`src/pmt_pkg.sv`:
```
package pmt_pkg;

    // ********************************************************************
    // Bus geometry
    // ********************************************************************
    localparam int ADDR_W = 12;
    localparam int DATA_W = 32;
    localparam int REG_W = 8;

    // ********************************************************************
    // Register indices and byte addresses
    // ********************************************************************
    // Indices are not word aligned, so a byte address is four times one
    localparam logic [ADDR_W-1:0] IDX_FLAG = 12'h00C;
    localparam logic [ADDR_W-1:0] IDX_COUNT = 12'h011;
    localparam logic [ADDR_W-1:0] IDX_CONTROL = 12'h012;
    localparam logic [ADDR_W-1:0] IDX_ENABLE = 12'h08C;
    localparam logic [ADDR_W-1:0] IDX_PERIOD = 12'h092;
    localparam logic [ADDR_W-1:0] ADDR_FLAG = IDX_FLAG << 2;
    localparam logic [ADDR_W-1:0] ADDR_COUNT = IDX_COUNT << 2;
    localparam logic [ADDR_W-1:0] ADDR_CONTROL = IDX_CONTROL << 2;
    localparam logic [ADDR_W-1:0] ADDR_ENABLE = IDX_ENABLE << 2;
    localparam logic [ADDR_W-1:0] ADDR_PERIOD = IDX_PERIOD << 2;

    // ********************************************************************
    // Field layout
    // ********************************************************************
    localparam int PRE_LSB = 0;
    localparam int PRE_W = 2;
    localparam int ON_BIT = 2;
    localparam int POST_LSB = 3;
    localparam int POST_W = 4;
    localparam int MATCH_BIT = 1;
    localparam logic [REG_W-1:0] CONTROL_MASK = 8'h7F;

    // ********************************************************************
    // Reset values
    // ********************************************************************
    localparam logic [REG_W-1:0] COUNT_RESET = 8'h00;
    localparam logic [REG_W-1:0] CONTROL_RESET = 8'h00;
    localparam logic [REG_W-1:0] PERIOD_RESET = 8'hFF;

    // ********************************************************************
    // Timing
    // ********************************************************************
    localparam int CLKS_PER_INSTR = 4;
    localparam int PRE_CNT_W = 4;
    localparam logic [PRE_CNT_W-1:0] PRE_TERM_1 = 4'h0;
    localparam logic [PRE_CNT_W-1:0] PRE_TERM_4 = 4'h3;
    localparam logic [PRE_CNT_W-1:0] PRE_TERM_16 = 4'hF;

endpackage : pmt_pkg

```
`src/scaler_if.sv`:
```
`timescale 1ns/10ps
// Link between the timer core and one of its event dividers
interface scaler_if #(
    parameter int SEL_W = 2
);
    logic step;
    logic clear;
    logic [SEL_W-1:0] sel;
    logic done;

    modport owner (output step, output clear, output sel, input done);
    modport scaler (input step, input clear, input sel, output done);
endinterface : scaler_if

```
`src/input_prescaler.sv`:
```
`timescale 1ns/10ps
module input_prescaler (
    // Clock and reset
    input wire logic clk,
    input wire logic rst_n,
    // Link to the timer core
    scaler_if.scaler link
);

    logic [pmt_pkg::PRE_CNT_W-1:0] cnt_reg;
    logic [pmt_pkg::PRE_CNT_W-1:0] term;

    // Terminal count from the two select bits, upper bit wins
    always_comb begin
        if (link.sel[1]) begin
            term = pmt_pkg::PRE_TERM_16;
        end else if (link.sel[0]) begin
            term = pmt_pkg::PRE_TERM_4;
        end else begin
            term = pmt_pkg::PRE_TERM_1;
        end
    end

    assign link.done = link.step && !link.clear && (cnt_reg == term);

    // Divider count; clear beats a step
    always_ff @(posedge clk or negedge rst_n) begin
        if (!rst_n) begin
            cnt_reg <= '0;
        end else if (link.clear) begin
            cnt_reg <= '0;
        end else if (link.step) begin
            cnt_reg <= (cnt_reg >= term) ? '0 : cnt_reg + 1'b1;
        end
    end

endmodule : input_prescaler

```
`src/match_postscaler.sv`:
```
`timescale 1ns/10ps
module match_postscaler (
    // Clock and reset
    input wire logic clk,
    input wire logic rst_n,
    // Link to the timer core
    scaler_if.scaler link
);

    logic [pmt_pkg::POST_W-1:0] cnt_reg;

    // Ratio is select plus one
    assign link.done = link.step && !link.clear && (cnt_reg == link.sel);

    // A lowered select while counting above it wraps at the next step
    always_ff @(posedge clk or negedge rst_n) begin
        if (!rst_n) begin
            cnt_reg <= '0;
        end else if (link.clear) begin
            cnt_reg <= '0;
        end else if (link.step) begin
            cnt_reg <= (cnt_reg >= link.sel) ? '0 : cnt_reg + 1'b1;
        end
    end

endmodule : match_postscaler

```
`src/period_match_timer_8bit.sv`:
```
// Local design decision: the APB register port.
`timescale 1ns/10ps

// ************************************************************************
// Period match timer, eight bit count
// ************************************************************************

// Notes on behaviour
// - While on, the count steps once per prescaler output fed by clk/4.
// - Prescale select 00 divides by 1, 01 by 4, 1x by 16.
// - Postscale select bits 6..3 divide match events by the value plus one.
// - Control bit 2 turns the timer on; while off the count holds.
// - The count runs from zero to the period and then returns to zero.
// - Each match steps the postscaler, whose output sets flag bit 1.
// - Writes to count or control and any reset clear both scalers.
// - A control write leaves the count value as it was.
// - The count is read and write and resets to zero.
// - The period is read and write and resets to all ones.
// - The count and the match event are offered to the PWM unit.
// - Control bit 7 reads zero and ignores writes.
module period_match_timer_8bit (
    // Clock and reset
    input wire logic clk,
    input wire logic rst_n,
    // APB slave
    input wire logic psel,
    input wire logic penable,
    input wire logic pwrite,
    input wire logic [pmt_pkg::ADDR_W-1:0] paddr,
    input wire logic [pmt_pkg::DATA_W-1:0] pwdata,
    output logic [pmt_pkg::DATA_W-1:0] prdata,
    output logic pready,
    output logic pslverr,
    // Time base for the PWM unit
    output logic [pmt_pkg::REG_W-1:0] pwm_count,
    output logic pwm_period_match,
    // Match interrupt request
    output logic match_irq
);

    // ********************************************************************
    // Declarations
    // ********************************************************************
    // Register picked by the address
    typedef enum logic [2:0] {
        SEL_NONE,
        SEL_FLAG,
        SEL_COUNT,
        SEL_CONTROL,
        SEL_ENABLE,
        SEL_PERIOD
    } reg_sel_t;

    // Width of the quarter divider
    localparam int PHASE_W = $clog2(pmt_pkg::CLKS_PER_INSTR);
    localparam logic [PHASE_W-1:0] PHASE_LAST =
        PHASE_W'(pmt_pkg::CLKS_PER_INSTR - 1);

    reg_sel_t sel;
    logic [pmt_pkg::REG_W-1:0] count_reg;
    logic [pmt_pkg::REG_W-1:0] count_next;
    logic [pmt_pkg::REG_W-1:0] control_reg;
    logic [pmt_pkg::REG_W-1:0] period_reg;
    logic flag_reg;
    logic flag_next;
    logic enable_reg;
    logic enable_next;
    logic [PHASE_W-1:0] phase_reg;
    logic instr_tick;
    logic setup;
    logic access;
    logic wr_en;
    logic wr_count;
    logic wr_control;
    logic wr_period;
    logic wr_flag;
    logic wr_enable;
    logic [pmt_pkg::REG_W-1:0] wbyte;
    logic [pmt_pkg::REG_W-1:0] rbyte;
    logic timer_on;
    logic match_event;
    logic flag_set;
    logic [pmt_pkg::DATA_W-1:0] prdata_reg;
    logic pready_reg;
    logic pslverr_reg;
    logic pwm_match_reg;
    logic irq_reg;

    // One link per divider
    scaler_if #(.SEL_W(pmt_pkg::PRE_W)) pre_link ();
    scaler_if #(.SEL_W(pmt_pkg::POST_W)) post_link ();

    // ********************************************************************
    // Address decode
    // ********************************************************************
    // Only the word address matters; the two low bits are ignored
    always_comb begin
        unique case ({paddr[pmt_pkg::ADDR_W-1:2], 2'b00})
            pmt_pkg::ADDR_FLAG: sel = SEL_FLAG;
            pmt_pkg::ADDR_COUNT: sel = SEL_COUNT;
            pmt_pkg::ADDR_CONTROL: sel = SEL_CONTROL;
            pmt_pkg::ADDR_ENABLE: sel = SEL_ENABLE;
            pmt_pkg::ADDR_PERIOD: sel = SEL_PERIOD;
            default: sel = SEL_NONE;
        endcase
    end

    // Phase strobes of the transfer
    assign setup = psel && !penable && !pready_reg;
    assign access = psel && penable && pready_reg;
    assign wr_en = access && pwrite;
    assign wbyte = pwdata[pmt_pkg::REG_W-1:0];

    // Per register write strobes, all taken in the completing cycle
    assign wr_count = wr_en && (sel == SEL_COUNT);
    assign wr_control = wr_en && (sel == SEL_CONTROL);
    assign wr_period = wr_en && (sel == SEL_PERIOD);
    assign wr_flag = wr_en && (sel == SEL_FLAG);
    assign wr_enable = wr_en && (sel == SEL_ENABLE);

    // ********************************************************************
    // Read mux
    // ********************************************************************
    // Unimplemented flag and enable bits read as zero
    always_comb begin
        rbyte = '0;
        unique case (sel)
            SEL_FLAG: rbyte[pmt_pkg::MATCH_BIT] = flag_reg;
            SEL_COUNT: rbyte = count_reg;
            SEL_CONTROL: rbyte = control_reg & pmt_pkg::CONTROL_MASK;
            SEL_ENABLE: rbyte[pmt_pkg::MATCH_BIT] = enable_reg;
            SEL_PERIOD: rbyte = period_reg;
            SEL_NONE: rbyte = '0;
        endcase
    end

    // ********************************************************************
    // APB answer
    // ********************************************************************
    // Ready one cycle after setup, so every access has no wait state
    always_ff @(posedge clk or negedge rst_n) begin
        if (!rst_n) begin
            pready_reg <= 1'b0;
        end else begin
            pready_reg <= setup;
        end
    end

    // Read data caught at setup; the master holds the address anyway
    always_ff @(posedge clk or negedge rst_n) begin
        if (!rst_n) begin
            prdata_reg <= 32'h0000_0000;
        end else if (setup && !pwrite) begin
            prdata_reg <= {{(pmt_pkg::DATA_W - pmt_pkg::REG_W){1'b0}}, rbyte};
        end else if (access) begin
            prdata_reg <= 32'h0000_0000;
        end
    end

    // Unmapped address answers with an error and no effect
    always_ff @(posedge clk or negedge rst_n) begin
        if (!rst_n) begin
            pslverr_reg <= 1'b0;
        end else begin
            pslverr_reg <= setup && (sel == SEL_NONE);
        end
    end

    // ********************************************************************
    // Instruction clock
    // ********************************************************************
    // Free running quarter divider; not cleared by writes, so the first
    // step after a write may come early by up to three clocks
    always_ff @(posedge clk or negedge rst_n) begin
        if (!rst_n) begin
            phase_reg <= '0;
        end else begin
            phase_reg <= phase_reg + 1'b1;
        end
    end

    // One tick each fourth clock
    assign instr_tick = (phase_reg == PHASE_LAST);

    // ********************************************************************
    // Control register
    // ********************************************************************
    // Run bit gates the count
    assign timer_on = control_reg[pmt_pkg::ON_BIT];

    // Bit 7 is never stored
    always_ff @(posedge clk or negedge rst_n) begin
        if (!rst_n) begin
            control_reg <= pmt_pkg::CONTROL_RESET;
        end else if (wr_control) begin
            control_reg <= wbyte & pmt_pkg::CONTROL_MASK;
        end
    end

    // ********************************************************************
    // Period register
    // ********************************************************************
    // Period, reset to all ones
    always_ff @(posedge clk or negedge rst_n) begin
        if (!rst_n) begin
            period_reg <= pmt_pkg::PERIOD_RESET;
        end else if (wr_period) begin
            period_reg <= wbyte;
        end
    end

    // ********************************************************************
    // Scalers
    // ********************************************************************
    // Prescaler steps on the instruction clock only while on
    assign pre_link.step = instr_tick && timer_on;
    assign pre_link.clear = wr_count || wr_control;
    assign pre_link.sel = control_reg[pmt_pkg::PRE_LSB +: pmt_pkg::PRE_W];

    // A match is the increment that finds the count at the period
    assign match_event = pre_link.done && (count_reg == period_reg);

    // Postscaler steps on each match
    assign post_link.step = match_event;
    assign post_link.clear = wr_count || wr_control;
    assign post_link.sel = control_reg[pmt_pkg::POST_LSB +: pmt_pkg::POST_W];

    // Ratio reached sets the flag
    assign flag_set = post_link.done;

    // Input divider
    input_prescaler u_prescaler (
        .clk(clk),
        .rst_n(rst_n),
        .link(pre_link)
    );

    // Match divider
    match_postscaler u_postscaler (
        .clk(clk),
        .rst_n(rst_n),
        .link(post_link)
    );

    // ********************************************************************
    // Count register
    // ********************************************************************
    // A software write beats a step in the same cycle; control writes
    // deliberately leave the count alone
    always_comb begin
        count_next = count_reg;
        if (wr_count) begin
            count_next = wbyte;
        end else if (pre_link.done) begin
            if (count_reg == period_reg) begin
                count_next = pmt_pkg::COUNT_RESET;
            end else begin
                count_next = count_reg + 1'b1;
            end
        end
    end

    // Count state
    always_ff @(posedge clk or negedge rst_n) begin
        if (!rst_n) begin
            count_reg <= pmt_pkg::COUNT_RESET;
        end else begin
            count_reg <= count_next;
        end
    end

    // ********************************************************************
    // Flag and enable
    // ********************************************************************
    // Writing zero to the flag bit clears it, but a set in that same
    // cycle wins so no match is lost
    always_comb begin
        flag_next = flag_reg;
        if (wr_flag && !wbyte[pmt_pkg::MATCH_BIT]) begin
            flag_next = 1'b0;
        end
        if (flag_set) begin
            flag_next = 1'b1;
        end
    end

    // Flag state
    always_ff @(posedge clk or negedge rst_n) begin
        if (!rst_n) begin
            flag_reg <= 1'b0;
        end else begin
            flag_reg <= flag_next;
        end
    end

    // Enable bit
    always_comb begin
        enable_next = enable_reg;
        if (wr_enable) begin
            enable_next = wbyte[pmt_pkg::MATCH_BIT];
        end
    end

    // Enable state
    always_ff @(posedge clk or negedge rst_n) begin
        if (!rst_n) begin
            enable_reg <= 1'b0;
        end else begin
            enable_reg <= enable_next;
        end
    end

    // ********************************************************************
    // Outputs
    // ********************************************************************
    // Request follows flag and enable with one cycle of lag
    always_ff @(posedge clk or negedge rst_n) begin
        if (!rst_n) begin
            irq_reg <= 1'b0;
        end else begin
            irq_reg <= flag_reg && enable_reg;
        end
    end

    // Match pulse for the PWM unit, one clock wide
    always_ff @(posedge clk or negedge rst_n) begin
        if (!rst_n) begin
            pwm_match_reg <= 1'b0;
        end else begin
            pwm_match_reg <= match_event && !wr_count;
        end
    end

    // Outputs, all from flops
    assign prdata = prdata_reg;
    assign pready = pready_reg;
    assign pslverr = pslverr_reg;
    assign pwm_count = count_reg;
    assign pwm_period_match = pwm_match_reg;
    assign match_irq = irq_reg;

endmodule : period_match_timer_8bit

```
`config.mk`:
```
export PLATFORM = sky130hd
export DESIGN_NAME = period_match_timer_8bit
export DESIGN_NICKNAME = d
export VERILOG_FILES = /design/src/pmt_pkg.sv /design/src/scaler_if.sv /design/src/input_prescaler.sv /design/src/match_postscaler.sv /design/src/period_match_timer_8bit.sv
export SDC_FILE = /design/constraint.sdc
export NUM_CORES = 1
export LEC_CHECK = 0
export ABC_AREA = 1
export BUFFER_PORTS_ARGS = -buffer_cell sky130_fd_sc_hd__buf_2
export CAP_MARGIN = 20
export CELL_PAD_IN_SITES_DETAIL_PLACEMENT = 0
export CELL_PAD_IN_SITES_GLOBAL_PLACEMENT = 1
export CORE_MARGIN = 8
export CORE_UTILIZATION = 33
export CTS_BUF_LIST = sky130_fd_sc_hd__clkbuf_2 sky130_fd_sc_hd__clkbuf_4 sky130_fd_sc_hd__clkbuf_8
export CTS_CLUSTER_SIZE = 40
export DETAILED_ROUTE_END_ITERATION = 10
export PLACE_DENSITY_LB_ADDON = 0.1
export SLEW_MARGIN = 40
export SYNTH_ARGS = -nofsm -noshare
export SYNTH_HDL_FRONTEND = slang
export SYNTH_SLANG_ARGS = --single-unit
export TNS_END_PERCENT = 50
```
`constraint.sdc`:
```
create_clock -name clk -period 4 [get_ports clk]
set_input_delay 0.6 -clock clk [delete_from_list [all_inputs] [get_ports clk]]
set_output_delay 0.6 -clock clk [all_outputs]
set_load 0.02 [all_outputs]
```
==> flow_metrics.tcl <==
set metrics [dict create \
    cp_cell_sequence "nor2_1, inv_1, ha_1, nand2_1, nor2_1, nand3_4, nand2_4, clkinv_2, nand2_1, nand2_1" \
    ios 93 \
    cp.arrival_ns 2.21 \
    die_area_mm2 0.0130 \
    num_rows 36 \
    slowest_delay_ns 0.43 \
    cts_buffers 5 \
    antenna_found_initial 0 \
    portBuffers 42 \
    wl_per_cell_um 13.6 \
    start_util 0.333 \
    end_kind "register" \
    area_delta_synth_final_pct 10.8 \
    setup-violations-final 0 \
    power_leakage_nw 1.95 \
    detail_route.vias_per_cell 4.36 \
    tns_ns 0 \
    grt_pass1_vias 2693 \
    multi_input_area_mm2 0.00163 \
    cpMostUsedCell "nand2_1" \
    layout_common_cells "nand2_1, inv_1, buf_2" \
    coreArea_mm2 0.00955 \
    clkSlewWorstSetupHoldPaths_ns 0.11 \
    run_status "finished clean" \
    vias 2648 \
    firstDrtPassIters 4 \
    clock_sinks 47 \
    peakVddDrop_uv 135 \
    ctsRootBufferMaster "clkbuf_8" \
    final_area_mm2 0.00353 \
    hold_violations 0 \
    power_density_mw_per_mm2 244 \
    fillers 1111 \
    gp_congestion 0.791 \
    fmax_ghz 0.499 \
    drc 0 \
    cap_violations 0 \
    syn_avg_cell_area_um2 7.40 \
    track_usage 0.134 \
    cts_hold_buf 0 \
    mostFrequentLayoutCell "nand2_1" \
    period_needed_ns 2.00 \
    die_h_um 114 \
    dp_hpwl_um 6540 \
    antenna_cells 0 \
    post_cts_buffers 0 \
    rsz0062_at_grt "false" \
    grt_max_degree 30 \
    ys_seq_area_frac 0.373 \
    crit_fanout 9 \
    period_share 0.501 \
    synth_cells 430 \
    critPathLaunchType "register" \
    cts_buffer_depth 2 \
    drt-initial-drc-count 111 \
    fin_nets 535 \
    tightest_slew_ns 0.662 \
    ys_seq_elements 47 \
    dieWidth_um 114 \
    htreeDepth 2 \
    gr-total-overflow 0 \
    cts_tree "yes" \
    holdCritPathClass "in2async" \
    cp_slowest_cell "dfrtp_1" \
    synth.cell_area_mm2 0.00318 \
    yosys_warnings 0 \
    critPathKind "reg2reg" \
    crit_family "simple AND/OR/NAND/NOR gates" \
    crit_required_ns 4.21 \
    finalMaxSlewViolations 0 \
    skew_ns 0.0108 \
    path_buf_inv 2 \
    drive_gt1_frac 0.192 \
    power.total_mw 0.862 \
    grt_pass1_wl_um 13900 \
    drt-total-wl_um 8280 \
    clk_latency_ns 0.31 \
    placed_cell_area_mm2 0.00344 \
    cts_resized 0 \
    slew_headroom 0.554 \
    ant_nets 0 \
    netlist-cell-type-count 40 \
    utilization 0.369 \
    seqCellArea_mm2 0.00119 \
]
-- per-stage QoR --
| stage | std cells | setup WS (ns) | hold WS, ns |
|---|---|---|---|
| global placement | 600 | 1.75 | 0.417 |
| CTS | 608 | 1.93 | 0.230 |
| finish | 608 | 2.00 | 0.207 |
| detailed placement | 600 | 1.74 | 0.417 |
| floorplan | 453 | 2.33 | 0.304 |
| global route | 608 | 1.80 | 0.233 |
-- synthesized netlist by cell type --
cell type	count	area share
o22ai_1	1	0.0020
nand2_2	2	0.0039
nor3b_1	1	0.0024
ha_1	12	0.047
and3_1	1	0.0020
nor3_4	1	0.0051
nor4_1	1	0.0020
nor2_4	5	0.018
nand2_4	2	0.0071
clkinv_4	1	0.0028
a21oi_1	4	0.0063
nand3_4	1	0.0055
inv_1	53	0.062
buf_4	25	0.059
o21ai_1	13	0.020
conb_1	1	0.0012
buf_6	1	0.0035
nand2_1	145	0.17
buf_2	3	0.0047
nor3_1	1	0.0016
a31oi_1	2	0.0039
mux2_2	1	0.0035
or3_1	1	0.0020
nand3b_1	1	0.0024
xnor2_1	5	0.014
clkinv_2	1	0.0016
nor2_1	21	0.025
dfstp_2	8	0.066
nand3_2	1	0.0031
nand4_1	6	0.012
inv_2	8	0.0094
dfrtp_1	39	0.31
nor2_8	1	0.0063
o21ai_0	10	0.016
nor3_2	1	0.0031
nand4_2	2	0.0079
nor2_2	5	0.0098
xor2_1	7	0.019
nand3_1	30	0.047
o211ai_1	6	0.014
-- area by class of cell --
cell class / instances / share of cell area
clock buffers: 5 / 0.0195
repair buffers: 43 / 0.0617
multi-input cells: 314 / 0.461
inverters: 63 / 0.0688
flip-flops and latches: 47 / 0.336
clock inverters: 3 / 0.00567
well taps: 133 / 0.0472
-- where the power goes --
part,switching (mW),internal (mW)
Combinational,0.0586,0.0158
Sequential,0.000875,0.477
Clock,0.187,0.122
Total,0.247,0.615
-- kinds of logic after synthesis --
group           Yosys count  share of synthesized area
xor+xnor                 12                     0.0330
flops                    47                      0.373
buf+inv                  92                      0.143
other cells               1                    0.00118
compound gates           36                     0.0625
fa+ha+maj                12                     0.0472
mux                       1                    0.00354
simple gates            229                      0.336
-- per-layer routing --
metal  share of wire  track usage
met2            0.44        0.215
met5               0            0
met3           0.048       0.0264
met4          0.0099       0.0319
met1            0.50        0.181
-- path summary, 6_finish.rpt --
path                           startpoint             to  slack, ns  depth (start not counted)
max                        control_reg[1]   pwm_count[2]       2.00                         10
min                                 rst_n      prdata[7]       0.21                          1
max reg2reg                control_reg[1]   pwm_count[2]       2.00                         10
min reg2reg                  phase_reg[0]   phase_reg[0]       0.43                          1
max in group asynchronous           rst_n  period_reg[0]       2.98                          2
min in group clk             phase_reg[0]   phase_reg[0]       0.43                          1
Power figures use the tool's default switching activity.
